$ cat config.mk
export PLATFORM = sky130hd
export DESIGN_NAME = via_top
export DESIGN_NICKNAME = d
export VERILOG_FILES = /design/src/design/via_pkg.sv /design/src/design/via_age.sv /design/src/design/via_pick.sv /design/src/design/via_top.sv
export VERILOG_INCLUDE_DIRS = /design/src /design/src/design
export SDC_FILE = /design/constraint.sdc
export NUM_CORES = 1
export LEC_CHECK = 0
export BUFFER_PORTS_ARGS = -buffer_cell sky130_fd_sc_hd__clkbuf_2
export CORE_ASPECT_RATIO = 0.75
export CORE_MARGIN = 2
export CORE_UTILIZATION = 35
export DETAILED_ROUTE_END_ITERATION = 6
export SYNTH_ARGS = -nofsm -noshare
export SYNTH_HDL_FRONTEND = slang
export SYNTH_HIERARCHICAL = 1
export SYNTH_SLANG_ARGS = --single-unit
$ cat constraint.sdc
create_clock -name core_clk -period 6.9 [get_ports core_clk]
set_input_delay 1.035 -clock core_clk [delete_from_list [all_inputs] [get_ports core_clk]]
set_output_delay 1.035 -clock core_clk [all_outputs]
set_load 0.005 [all_outputs]
$ cat src/design/via_params.svh
// constants of the vectored interrupt acknowledge block
`ifndef VIA_PARAMS_SVH
`define VIA_PARAMS_SVH

// ----------------------------------------
// status word fields and reset value
// ----------------------------------------
`define VIA_PSW_IE_BIT 7
`define VIA_PSW_ISP_BIT 1
`define VIA_PSW_RESET 8'h02

// ----------------------------------------
// vectors
// ----------------------------------------
`define VIA_TRAP_VECTOR 16'h003e
`define VIA_VEC_BASE 16'h0004

// ----------------------------------------
// flag register selectors for writes
// ----------------------------------------
`define VIA_SEL_REQUEST 2'h0
`define VIA_SEL_MASK 2'h1
`define VIA_SEL_LEVEL 2'h2

// ----------------------------------------
// acknowledge latency in clocks, clock period in ns and age counter width
// ----------------------------------------
`define VIA_CLK_PERIOD_NS 10
`define VIA_MIN_LAT_HIGH 7
`define VIA_MIN_LAT_LOW 8
`define VIA_MAX_LAT_HIGH 32
`define VIA_MAX_LAT_LOW 33
`define VIA_AGE_W 4

`endif

$ cat src/design/via_pkg.sv
// types of the vectored interrupt acknowledge block
package via_pkg;

    // service sequence states, gray coded along the path
    typedef enum logic [1:0] {
        VIA_IDLE = 2'h0,
        VIA_PUSH_PSW = 2'h1,
        VIA_PUSH_PC = 2'h3,
        VIA_LOAD_VEC = 2'h2
    } via_state_t;

endpackage

$ cat src/design/via_age.sv
// per-source age counters since request generation
`timescale 1ns/100ps
`include "via_params.svh"

module via_age
    import via_pkg::*;
#(
    parameter int N = 16
) (
    input wire logic core_clk,
    input wire logic resetn,
    input wire logic [N-1:0] src_req,
    output logic [N*`VIA_AGE_W-1:0] age
);

    // ----------------------------------------
    // saturating counters, restarted by each new request
    // ----------------------------------------
    genvar g;
    generate
        for (g = 0; g < N; g = g + 1) begin : g_age
            logic [`VIA_AGE_W-1:0] cnt_r;
            logic [`VIA_AGE_W-1:0] cnt_nxt;
            // saturate so an old request stays old forever
            always_comb begin
                cnt_nxt = cnt_r;
                if (src_req[g]) begin
                    cnt_nxt = {{(`VIA_AGE_W-1){1'b0}}, 1'b1};
                end else if (cnt_r != {`VIA_AGE_W{1'b1}}) begin
                    cnt_nxt = cnt_r + {{(`VIA_AGE_W-1){1'b0}}, 1'b1};
                end
            end
            // starts saturated: nothing recent after reset
            always_ff @(posedge core_clk or negedge resetn) begin
                if (!resetn) begin
                    cnt_r <= {`VIA_AGE_W{1'b1}};
                end else begin
                    cnt_r <= cnt_nxt;
                end
            end
            assign age[g*`VIA_AGE_W +: `VIA_AGE_W] = cnt_r;
        end
    endgenerate

endmodule

$ cat src/design/via_pick.sv
// priority pick among acknowledgeable requests
`timescale 1ns/100ps

module via_pick
    import via_pkg::*;
#(
    parameter int N = 16,
    parameter int IDX_W = $clog2(N)
) (
    input wire logic [N-1:0] cand,
    input wire logic [N-1:0] level,
    output logic found,
    output logic [IDX_W-1:0] idx
);

    // lowest index wins: it has the highest default priority
    function automatic logic [IDX_W:0] first_set(input logic [N-1:0] v);
        logic [IDX_W:0] res;
        res = '0;
        for (int i = N - 1; i >= 0; i = i - 1) begin
            if (v[i]) begin
                res = {1'b1, IDX_W'(i)};
            end
        end
        return res;
    endfunction

    logic [IDX_W:0] hi_pick;
    logic [IDX_W:0] lo_pick;

    // ----------------------------------------
    // high level group first, then low level group
    // ----------------------------------------
    always_comb begin
        hi_pick = first_set(cand & ~level);
        lo_pick = first_set(cand & level);
        found = hi_pick[IDX_W] | lo_pick[IDX_W];
        idx = hi_pick[IDX_W] ? hi_pick[IDX_W-1:0] : lo_pick[IDX_W-1:0];
    end

endmodule

$ cat src/design/via_top.sv
// vectored interrupt acknowledge: flags, status word, take decision and stacking
`timescale 1ns/100ps
`include "via_params.svh"

module via_top
    import via_pkg::*;
#(
    parameter int N = 16,
    parameter logic [N-1:0] CLEAR_ON_TAKE = '0,
    parameter logic [15:0] VEC_BASE = `VIA_VEC_BASE,
    parameter int IDX_W = $clog2(N)
) (
    input wire logic core_clk,
    input wire logic resetn,
    input wire logic [N-1:0] src_req,
    input wire logic flag_wr_en,
    input wire logic [1:0] flag_wr_sel,
    input wire logic [N-1:0] flag_wr_mask,
    input wire logic [N-1:0] flag_wr_data,
    input wire logic psw_wr_en,
    input wire logic [7:0] psw_wr_mask,
    input wire logic [7:0] psw_wr_data,
    input wire logic psw_restore_en,
    input wire logic [7:0] psw_restore_data,
    input wire logic enable_all_op,
    input wire logic mask_all_op,
    input wire logic trap_op,
    input wire logic instr_boundary,
    input wire logic instr_hold,
    input wire logic div_busy,
    input wire logic [15:0] cur_pc,
    output logic [N-1:0] request_flag,
    output logic [N-1:0] mask_flag,
    output logic [N-1:0] level_select_flag,
    output logic [7:0] processor_status_word,
    output logic svc_busy,
    output logic take_pulse,
    output logic take_is_trap,
    output logic [IDX_W-1:0] take_index,
    output logic stack_push_en,
    output logic stack_push_is_pc,
    output logic [15:0] stack_push_data,
    output logic vector_load_en,
    output logic [15:0] vector_addr
);

    // ----------------------------------------
    // latency thresholds on the age counters
    // ----------------------------------------
    // the take decision is one cycle before the take pulse, hence the minus one
    localparam logic [`VIA_AGE_W-1:0] AGE_MIN_HIGH = `VIA_AGE_W'(`VIA_MIN_LAT_HIGH - 1);
    localparam logic [`VIA_AGE_W-1:0] AGE_MIN_LOW = `VIA_AGE_W'(`VIA_MIN_LAT_LOW - 1);

    logic [N-1:0] req_r, req_nxt;
    logic [N-1:0] mask_r, mask_nxt;
    logic [N-1:0] lvl_r, lvl_nxt;
    logic [7:0] psw_r, psw_nxt;
    via_state_t state_r, state_nxt;
    logic trap_r, trap_nxt;
    logic [IDX_W-1:0] idx_r, idx_nxt;
    logic [15:0] pc_r, pc_nxt;
    logic [7:0] saved_psw_r, saved_psw_nxt;
    logic take_r, take_nxt;
    logic push_en_r, push_en_nxt;
    logic push_pc_r, push_pc_nxt;
    logic [15:0] push_data_r, push_data_nxt;
    logic vec_en_r, vec_en_nxt;
    logic [15:0] vec_r, vec_nxt;
    logic busy_r, busy_nxt;
    logic lvl_taken_r, lvl_taken_nxt;

    logic [N*`VIA_AGE_W-1:0] age;
    logic [N-1:0] aged;
    logic [N-1:0] cand;
    logic pick_found;
    logic [IDX_W-1:0] pick_idx;
    logic decide;
    logic take_mask;
    logic take_trap;

    via_age #(
        .N(N)
    ) u_age (
        .core_clk(core_clk),
        .resetn(resetn),
        .src_req(src_req),
        .age(age)
    );

    // ----------------------------------------
    // eligibility of each source
    // ----------------------------------------
    genvar g;
    generate
        for (g = 0; g < N; g = g + 1) begin : g_cand
            assign aged[g] = age[g*`VIA_AGE_W +: `VIA_AGE_W] >= (lvl_r[g] ? AGE_MIN_LOW : AGE_MIN_HIGH);
            // level 1 is low priority and is blocked while a high handler runs
            assign cand[g] = req_r[g] & ~mask_r[g] & aged[g] & (psw_r[`VIA_PSW_ISP_BIT] | ~lvl_r[g]);
        end
    endgenerate

    via_pick #(
        .N(N),
        .IDX_W(IDX_W)
    ) u_pick (
        .cand(cand),
        .level(lvl_r),
        .found(pick_found),
        .idx(pick_idx)
    );

    // ----------------------------------------
    // take decision at an instruction boundary
    // ----------------------------------------
    // a hold instruction defers to the next boundary, which also makes a return
    // let one interrupted-program instruction run before a pending request is taken
    always_comb begin
        decide = instr_boundary & ~div_busy & (state_r == VIA_IDLE);
        take_trap = decide & trap_op;
        take_mask = decide & ~trap_op & ~instr_hold & psw_r[`VIA_PSW_IE_BIT] & pick_found;
    end

    // ----------------------------------------
    // flag registers: next values
    // ----------------------------------------
    // a request arriving in the clearing cycle wins over the clear
    always_comb begin
        req_nxt = req_r;
        mask_nxt = mask_r;
        lvl_nxt = lvl_r;
        if (flag_wr_en && flag_wr_sel == `VIA_SEL_REQUEST) begin
            req_nxt = (req_r & ~flag_wr_mask) | (flag_wr_data & flag_wr_mask);
        end else if (flag_wr_en && flag_wr_sel == `VIA_SEL_MASK) begin
            mask_nxt = (mask_r & ~flag_wr_mask) | (flag_wr_data & flag_wr_mask);
        end else if (flag_wr_en && flag_wr_sel == `VIA_SEL_LEVEL) begin
            lvl_nxt = (lvl_r & ~flag_wr_mask) | (flag_wr_data & flag_wr_mask);
        end
        if (take_mask && CLEAR_ON_TAKE[pick_idx]) begin
            req_nxt[pick_idx] = 1'b0;
        end
        req_nxt = req_nxt | src_req;
    end

    // masks and levels start all ones: masked and low priority
    always_ff @(posedge core_clk or negedge resetn) begin
        if (!resetn) begin
            req_r <= '0;
            mask_r <= '1;
            lvl_r <= '1;
        end else begin
            req_r <= req_nxt;
            mask_r <= mask_nxt;
            lvl_r <= lvl_nxt;
        end
    end

    // ----------------------------------------
    // status word: next value
    // ----------------------------------------
    // later steps win: restore, write, enable/mask op, then the take itself
    always_comb begin
        psw_nxt = psw_r;
        if (psw_restore_en) begin
            psw_nxt = psw_restore_data;
        end
        if (psw_wr_en) begin
            psw_nxt = (psw_nxt & ~psw_wr_mask) | (psw_wr_data & psw_wr_mask);
        end
        if (enable_all_op) begin
            psw_nxt[`VIA_PSW_IE_BIT] = 1'b1;
        end else if (mask_all_op) begin
            psw_nxt[`VIA_PSW_IE_BIT] = 1'b0;
        end
        if (take_mask || take_trap) begin
            psw_nxt[`VIA_PSW_IE_BIT] = 1'b0;
        end
        if (take_mask) begin
            psw_nxt[`VIA_PSW_ISP_BIT] = lvl_r[pick_idx];
        end
    end

    always_ff @(posedge core_clk or negedge resetn) begin
        if (!resetn) begin
            psw_r <= `VIA_PSW_RESET;
        end else begin
            psw_r <= psw_nxt;
        end
    end

    // ----------------------------------------
    // service sequence: push status, push pc, load vector
    // ----------------------------------------
    always_comb begin
        state_nxt = state_r;
        trap_nxt = trap_r;
        idx_nxt = idx_r;
        pc_nxt = pc_r;
        saved_psw_nxt = saved_psw_r;
        lvl_taken_nxt = lvl_taken_r;
        take_nxt = 1'b0;
        push_en_nxt = 1'b0;
        push_pc_nxt = 1'b0;
        push_data_nxt = push_data_r;
        vec_en_nxt = 1'b0;
        vec_nxt = vec_r;
        case (state_r)
            VIA_IDLE: begin
                if (take_mask || take_trap) begin
                    // the stacked status is the one before accept is cleared
                    state_nxt = VIA_PUSH_PSW;
                    trap_nxt = take_trap;
                    idx_nxt = take_trap ? idx_r : pick_idx;
                    lvl_taken_nxt = take_trap ? lvl_taken_r : lvl_r[pick_idx];
                    pc_nxt = cur_pc;
                    saved_psw_nxt = psw_r;
                    take_nxt = 1'b1;
                    push_en_nxt = 1'b1;
                    push_data_nxt = {8'h00, psw_r};
                end
            end
            VIA_PUSH_PSW: begin
                state_nxt = VIA_PUSH_PC;
                push_en_nxt = 1'b1;
                push_pc_nxt = 1'b1;
                push_data_nxt = pc_r;
            end
            VIA_PUSH_PC: begin
                state_nxt = VIA_LOAD_VEC;
                vec_en_nxt = 1'b1;
                vec_nxt = trap_r ? `VIA_TRAP_VECTOR : VEC_BASE + {{(15 - IDX_W){1'b0}}, idx_r, 1'b0};
            end
            VIA_LOAD_VEC: begin
                state_nxt = VIA_IDLE;
            end
            default: begin
                state_nxt = VIA_IDLE;
            end
        endcase
        busy_nxt = (state_nxt != VIA_IDLE);
    end

    // sequence registers; the outputs below from svc_busy onward come from them, the flag and status outputs from their own registers
    always_ff @(posedge core_clk or negedge resetn) begin
        if (!resetn) begin
            state_r <= VIA_IDLE;
            trap_r <= 1'b0;
            idx_r <= '0;
            pc_r <= 16'h0000;
            saved_psw_r <= 8'h00;
            lvl_taken_r <= 1'b1;
            take_r <= 1'b0;
            push_en_r <= 1'b0;
            push_pc_r <= 1'b0;
            push_data_r <= 16'h0000;
            vec_en_r <= 1'b0;
            vec_r <= 16'h0000;
            busy_r <= 1'b0;
        end else begin
            state_r <= state_nxt;
            trap_r <= trap_nxt;
            idx_r <= idx_nxt;
            pc_r <= pc_nxt;
            saved_psw_r <= saved_psw_nxt;
            lvl_taken_r <= lvl_taken_nxt;
            take_r <= take_nxt;
            push_en_r <= push_en_nxt;
            push_pc_r <= push_pc_nxt;
            push_data_r <= push_data_nxt;
            vec_en_r <= vec_en_nxt;
            vec_r <= vec_nxt;
            busy_r <= busy_nxt;
        end
    end

    // ----------------------------------------
    // outputs
    // ----------------------------------------
    assign request_flag = req_r;
    assign mask_flag = mask_r;
    assign level_select_flag = lvl_r;
    assign processor_status_word = psw_r;
    assign svc_busy = busy_r;
    assign take_pulse = take_r;
    assign take_is_trap = trap_r;
    assign take_index = idx_r;
    assign stack_push_en = push_en_r;
    assign stack_push_is_pc = push_pc_r;
    assign stack_push_data = push_data_r;
    assign vector_load_en = vec_en_r;
    assign vector_addr = vec_r;

    // ----------------------------------------
    // checks
    // ----------------------------------------
    AST_NEED_ACCEPT: assert property (@(posedge core_clk) disable iff (!resetn)
        take_r && !trap_r |-> $past(psw_r[`VIA_PSW_IE_BIT])) else $error("maskable take without accept");
    AST_ACCEPT_CLEARED: assert property (@(posedge core_clk) disable iff (!resetn)
        take_r |-> !psw_r[`VIA_PSW_IE_BIT]) else $error("accept not cleared on take");
    AST_STACK_ORDER: assert property (@(posedge core_clk) disable iff (!resetn)
        take_r |-> stack_push_en && !stack_push_is_pc && stack_push_data[7:0] == saved_psw_r
        ##1 stack_push_en && stack_push_is_pc && stack_push_data == pc_r ##1 vector_load_en)
        else $error("stacking order wrong");
    AST_TRAP_VECTOR: assert property (@(posedge core_clk) disable iff (!resetn)
        vector_load_en && trap_r |-> vector_addr == `VIA_TRAP_VECTOR) else $error("trap vector wrong");
    AST_LEVEL_COPY: assert property (@(posedge core_clk) disable iff (!resetn)
        take_r && !trap_r |-> psw_r[`VIA_PSW_ISP_BIT] == lvl_taken_r) else $error("level not copied");
    AST_LOW_BLOCKED: assert property (@(posedge core_clk) disable iff (!resetn)
        take_r && !trap_r && lvl_taken_r |-> $past(psw_r[`VIA_PSW_ISP_BIT])) else $error("low taken in high handler");
    AST_HOLD_DEFERS: assert property (@(posedge core_clk) disable iff (!resetn)
        instr_boundary && instr_hold && !trap_op |=> !take_r) else $error("take after hold instruction");
    AST_MIN_LATENCY: assert property (@(posedge core_clk) disable iff (!resetn)
        src_req[0] && !lvl_r[0] |=> !(take_r && !trap_r && idx_r == '0) [*6]) else $error("taken too early");
    AST_REQ_STICKY: assert property (@(posedge core_clk) disable iff (!resetn)
        src_req != '0 |=> (request_flag & $past(src_req)) == $past(src_req)) else $error("request lost");
    AST_TRAP_ALWAYS: assert property (@(posedge core_clk) disable iff (!resetn)
        instr_boundary && trap_op && !div_busy && !svc_busy |=> take_r && trap_r) else $error("trap not taken");

endmodule

* Yosys cells after proc, flatten, opt, wreduce, memory -nomap -nowiden
Memory sizes are Yosys's and may differ from the RTL's.
Cells that the tools add are included.
** Storage, ports and cells
- Memory bits (read-only) :: 16
- Memories kept :: 1
- Logic and storage cells :: 352
- Output and inout port bits :: 98
- Bits in registers :: 180
** Memories
- (no name shown) :: depth 16, bits a word 1, read ports 1, clocked after Yosys merged registers in 0, write ports 0, RTL line via_top.sv:138 : if (take_mask && CLEAR_ON_TAKE[pick_idx]) begin
** Operators by class
- Reduce and logical (&&, ||, !) cells :: 31
- Muxes and demuxes :: 104
- Add/subtract/negate cells :: 17
- $lt $le $gt $ge :: 18
- Eq/ne operators :: 22
- Bitwise logic cells :: 128
** Operator list (number)
- two-way mux 5 bit :: 32
- two-way mux 4 bit :: 33
- AND 16 bit :: 7
- adder 4 x 1 -> 4 bit (second input constant) :: 16
- >= comparator 4 x 3 -> 1 bit :: 16
- != test 4 bit (second input constant) :: 16
- bitwise OR 16 bit :: 4
- AND 1 bit :: 55
- two-way mux 16 bit :: 3
- inverter 16 bit :: 3
- inverter 1 bit :: 38
- nonzero test 2 bit :: 18
- case mux 16 bit (2 select lines) :: 1
- two-way mux 1 bit :: 27
- bitwise OR 1 bit :: 17
- AND 8 bit :: 2
- two-way mux 8 bit :: 2
- inverter 8 bit :: 1
- bitwise OR 8 bit :: 1
- case mux 2 bit (4 select lines) :: 1
- adder 3 x 5 -> 6 bit (first input constant) :: 1
- == test 2 bit (second input constant) :: 3
- two-way mux 6 bit :: 1
- AND reduction 2 bit :: 3
- 12 further kinds :: 19

* Logic depth before layout (Yosys ltp)
- Depth after elaboration :: 30
- Gate-level depth with buffers :: 15

* Hierarchy
Netlist, hierarchy kept.
** Modules (own cells, without submodules)
- via_top :: area each 5282.6 um^2, times used 1, cells an instance 466
- via_age :: area each 3538.4 um^2, times used 1, cells an instance 304
- via_pick :: area each 595.6 um^2, times used 1, cells an instance 89

* Worst setup path after synthesis
Ideal clock, no wire load.
- Kind :: register to register
- From :: register u_age.g_age[2].cnt_r[0]
- To :: register psw_r[1], in the netlist processor_status_word[1]
- Setup slack :: 3079 ps
- Library setup time :: 82 ps
- Data arrival time :: 3738 ps
- Required time :: 6818 ps
- Stages on the path, launching flop included :: 13
- Cell sequence :: dfstp_2 -> inv_1 -> ha_1 -> nand2b_1 -> a31oi_1 -> nor4b_1 -> nor2b_1 -> nor4_4 -> and4bb_4 -> a21oi_1 -> mux4_1 -> mux4_2 -> mux2_4
** On the way
- Cells in the longest elaborated chain, start to end :: 11
- Elaborated cells on any way between the ends :: 17
- Classes of those cells :: 1 x order compare; 10 x mux; 6 x bitwise
** RTL lines
- start, declared :: RTL line via_age.sv:22 : logic [`VIA_AGE_W-1:0] cnt_r;
- start signal, assigned :: RTL line via_age.sv:36 : cnt_r <= {`VIA_AGE_W{1'b1}};
- start signal, assigned :: RTL line via_age.sv:38 : cnt_r <= cnt_nxt;
- >= comparator 4 x 3 -> 1 bit * :: RTL line via_top.sv:96 : assign aged[g] = age[g*`VIA_AGE_W +: `VIA_AGE_W] >= (lvl_r[g] ? AGE_MIN_LOW : AGE_MIN_HIGH);
- AND 1 bit * (2 in series) :: RTL line via_top.sv:98 : assign cand[g] = req_r[g] & ~mask_r[g] & aged[g] & (psw_r[`VIA_PSW_ISP_BIT] | ~lvl_r[g]);
- net cand[2] :: RTL line via_top.sv:74 : logic [N-1:0] cand;
- AND 16 bit, on equally long branches :: RTL line via_pick.sv:36, via_pick.sv:35
- two-way mux 5 bit (3 in series) :: RTL line via_pick.sv:21 : if (v[i]) begin
- two-way mux 4 bit * :: RTL line via_pick.sv:38 : idx = hi_pick[IDX_W] ? hi_pick[IDX_W-1:0] : lo_pick[IDX_W-1:0];
- net pick_idx[2] :: RTL line via_top.sv:76 : logic [IDX_W-1:0] pick_idx;
- binary-select mux 1 bit (select 4 bit) *
- two-way mux 1 bit *
- two-way mux 1 bit * :: RTL line via_top.sv:177 : if (take_mask) begin
- net psw_nxt[1] :: RTL line via_top.sv:57 : logic [7:0] psw_r, psw_nxt;
- end signal, assigned :: RTL line via_top.sv:184 : psw_r <= `VIA_PSW_RESET;
- end signal, assigned :: RTL line via_top.sv:186 : psw_r <= psw_nxt;
- end, declared :: RTL line via_top.sv:57
The timed path passes the listed nets; every way through them passes the cells marked *. The select of a mux whose other input is x is not followed.
A chain may end at the register's enable or synchronous reset.

* Worst setup path after layout
- From :: register u_age.g_age[4].cnt_r[0]
- To :: register psw_r[1], in the netlist processor_status_word[1]
** On the way
- Cells in the longest elaborated chain, start to end :: 13
- Elaborated cells on any way between the ends :: 21
- Classes of those cells :: 1 x order compare; 14 x mux; 6 x bitwise
** RTL lines (RTL line)
- start, declared :: via_age.sv:22
- start signal, assigned :: via_age.sv:36
- start signal, assigned :: via_age.sv:38
- >= comparator 4 x 3 -> 1 bit * :: via_top.sv:96
- AND 1 bit * (2 in series) :: via_top.sv:98
- net cand[4] :: via_top.sv:74
- AND 16 bit, on equally long branches :: via_pick.sv:36, via_pick.sv:35
- two-way mux 5 bit (5 in series) :: via_pick.sv:21
- two-way mux 4 bit * :: via_pick.sv:38
- net pick_idx[2] :: via_top.sv:76
- binary-select mux 1 bit (select 4 bit) *
- two-way mux 1 bit *
- two-way mux 1 bit * :: via_top.sv:177
- net psw_nxt[1] :: via_top.sv:57
Marks and branches as above.

==> out/results.md <==
| Result | Reported | Unit |
| --- | --- | --- |
| Final ANT Viol Nets | 0 | - |
| Largest net degree at the start of global routing | 100 | - |
| DR pass1 iterations | 5 | - |
| Residual overflow from global routing | 0 | - |
| Number of violations reported at the end of detailed-routing iteration 0 | 403 | - |
| Top delay family on crit path | simple AND/OR/NAND/NOR gates | - |
| Max-cap violations | 0 | - |
| Fin nets | 1,184 | - |
| Final setup violating endpoints | 0 | - |
| Required time at the endpoint of the critical path | 7270 | ps |
| Register area share after synthesis | 0.462 | - |
| Die extent in x | 193 | um |
| Minimum period implied by the final worst setup slack | 4430 | ps |
| Worst slew pin tran | 1170 | ps |
| Via count | 7,154 | - |
| Total Negative Setup Slacks | 0 | ps |
| Top-level I/O count | 199 | - |
| List of cells traversed by the critical path | inv_1 > ha_1 > nand2b_1 > a31oi_1 > nor4b_1 > nor2b_1 > nor4b_4 > and4bb_4 > a21oi_1 > mux4_1 > mux4_2 > mux2_4 | - |
| Area occupied by registers | 0.00435 | mm2 |
| Ratio of cells with drive above 1 in the final layout | 0.389 | - |
| CP max stage cell | sky130_fd_sc_hd__nor4b_1 | - |
| Highest net fanout along the worst path | 6 | - |
| Hold WS | 451 | ps |
| Count of distinct cell types in the synthesized netlist | 56 | - |
| Util after Layout | 0.430 | - |
| Largest clock skew in the final design | 14.5 | ps |
| Layout Area Growth over Synthesis | 19.9 | % |
| Average detailed-routed wire length per instance | 16.9 | um |
| Quantity of I/O buffers inserted on ports | 187 | - |
| Cell chosen for the clock root | sky130_fd_sc_hd__clkbuf_16 | - |
| Number of sinks driven by the clock tree | 169 | - |
| Global-route total usage across every layer | 0.170 | - |
| Total routed wirelength | 23,800 | um |
| First-pass GRT wire length | 38,400 | um |
| Worst setup path class | flop to flop | - |
| Hold Crit Start | pc_r[9]$_DFFE_PN0P_ | - |
| Routability cong. | 0.849 | - |
| Die area | 0.0282 | mm2 |
| Peak clock frequency supported by timing | 226 | MHz |
| Normalized max-slew margin | 0.220 | - |
| Final Cycle Share | 0.642 | - |
| Startpoint types | flop | - |
| Async S/R FF share, synth | 1.00 | - |
| CTS tree | done | - |
| Vias in the first global route | 7,030 | - |
| Average instance area after synthesis | 11.0 | um2 |
| Setup bufs post-CTS | 0 | - |
| Standby leakage power | 4.95 | nW |
| Multi-input combinational cell area | 0.00488 | mm2 |
| Drc violations | 0 | - |
| Outcome | finished, final reports clean | - |
| Clock H-tree levels | 4 | - |
| Cell area power density | 283 | mW/mm2 |
| Hold buffers post-CTS | 0 | - |
| Total chip power | 3.20 | mW |
| Placement Rows | 51 | - |
| Effective utilization at floorplan | 0.359 | - |
| Number of gates resized after cts | 0 | - |
| Average via count per standard cell | 5.08 | - |
| Syn Inst Count | 859 | - |
| TritonCTS Buffers | 17 | - |
| Final count of hold timing violations | 0 | - |
| Launching element of the worst setup path | u_age/g_age[4].cnt_r[0]$_DFFE_PN1P_ | - |
| Source-to-sink clock delay at the later pin of the worst-skew pair | 440 | ps |
| Yosys warning total | 6 | - |
| Area of the core region | 0.0262 | mm2 |
| Largest stage delay, worst path | 810 | ps |
| Path class of the lowest-slack min-delay path | flop to flop | - |
| Die boundary height | 146 | um |
| Max clock buf depth | 2 | - |
| Endpoint type of the worst setup path | flop | - |
| Diode insertion count for antenna repair | 0 | - |
| Synth Cell Area | 0.00942 | mm2 |
| Worst ir drop on vdd | 0.179 | mV |
| DP Wirelength | 17,300 | um |
| Fill cell total of the finished layout | 2,490 | - |
| Number of synthesized register bits | 169 | - |
| Post-synth EDFFs | 0 | - |
| Most common flop cell mapped by yosys | sky130_fd_sc_hd__dfstp_2 | - |
| Initial antenna violation count | 0 | - |
| Startpoint of the worst register-to-register path | u_age/g_age[4].cnt_r[0]$_DFFE_PN1P_ | - |
| Worst path bufs/invs | 1 | - |
| Slew Viols, Final | 0 | - |
| Register clock-pin slew on the reported worst setup and hold paths | 80 | ps |
| RSZ-0062 raised after global routing | no | - |
| Arrival @ worst endpoint | 4790 | ps |
## per-layer routing
metal	GRT usage	wire length [um]
met1	0.248	12200
met2	0.246	10000
met3	0.0386	990
met4	0.0634	609
met5	0	0
## worst register-to-register path, stage by stage, from the launching register on
cell                       delay, ps
sky130_fd_sc_hd__dfstp_2         580
sky130_fd_sc_hd__inv_1            50
sky130_fd_sc_hd__ha_1            260
sky130_fd_sc_hd__nand2b_1        100
sky130_fd_sc_hd__a31oi_1          80
sky130_fd_sc_hd__nor4b_1         810
sky130_fd_sc_hd__nor2b_1         400
sky130_fd_sc_hd__nor4b_4         100
sky130_fd_sc_hd__and4bb_4        240
sky130_fd_sc_hd__a21oi_1         390
sky130_fd_sc_hd__mux4_1          630
sky130_fd_sc_hd__mux4_2          460
sky130_fd_sc_hd__mux2_4          260
## logic make-up (layout without fill, tap and decap cells)
| family | count (synthesis) | count (layout) | share of synthesized area |
|---|---|---|---|
| compound gates | 136 | 136 | 0.110 |
| xor+xnor | 1 | 1 | 0.000930 |
| fa+ha+maj | 33 | 33 | 0.0438 |
| buf+inv | 51 | 245 | 0.0250 |
| flops | 169 | 169 | 0.462 |
| mux | 106 | 106 | 0.128 |
| other cells | 1 | 11 | 0.000398 |
| simple gates | 362 | 362 | 0.230 |
## placed cells by master, fill, tap and decap left out, drive strengths merged, types with 4 or more instances in the layout
cell	synthesis	layout
dfrtp	72	72
a311o	16	16
o21ai	13	13
nand2	85	85
a211oi	18	18
conb	1	11
and3b	19	19
and3	32	32
mux2	53	53
a31oi	38	38
clkbuf	15	204
clkinv	0	6
buf	13	4
dfstp	97	97
mux4	5	5
nand2b	61	61
nor4b	18	18
nor2b	58	58
nor2	52	52
a21boi	17	17
a22o	4	4
nand3	12	12
ha	33	33
a21oi	11	11
inv	23	28
mux2i	48	48
nor3	17	17
## through the flow
stage,std cells,worst slack [ps],instance area (um2)
2_1_floorplan,869,3080,9450
3_3_place_gp,1375,2580,10700
3_5_place_dp,1375,2560,10700
4_1_cts,1407,2500,11300
5_1_grt,1407,2230,11300
6_report,1407,2470,11300
## synth_stat cells, drive strengths merged (23+ instances only)
cell    number  share of area
mux2        53          0.064
a31oi       38          0.025
nor2        52          0.021
nor2b       58          0.039
dfstp       97           0.27
ha          33          0.044
nand2       85          0.034
dfrtp       72           0.19
mux2i       48          0.051
and3        32          0.030
inv         23         0.0092
nand2b      61          0.041
## power by group
part	switching, mW	internal, mW	leakage (nW)
logic	0.369	0.392	2.84
registers	0.222	1.26	1.84
clock network	0.438	0.515	0.279
total	1.03	2.17	4.95
## area by class of cell
class	instances	share of cell area
Clock buffer	18	0.0389
Clock inverter	14	0.0122
Inverter	23	0.00765
Multi-Input combinational cell	649	0.432
Sequential cell	169	0.385
Tap cell	344	0.0381
Timing Repair Buffer	190	0.0854
## path summary, 6_finish.rpt
| check | endpoint | depth (start not counted) | slack [ps] |
|---|---|---|---|
| worst max-delay path | processor_status_word[1]$_DFF_PN1_ | 12 | 2470 |
| worst min-delay path | stack_push_data[9]$_DFFE_PN0P_ | 2 | 450 |
| worst max register to register | processor_status_word[1]$_DFF_PN1_ | 12 | 2470 |
| worst min register to register | stack_push_data[9]$_DFFE_PN0P_ | 2 | 450 |
| max in group asynchronous | request_flag[7]$_DFF_PN0_ | 2 | 4780 |
| min in group asynchronous | request_flag[12]$_DFF_PN0_ | 1 | 720 |
Note: power is estimated with default switching activity, not from simulation.
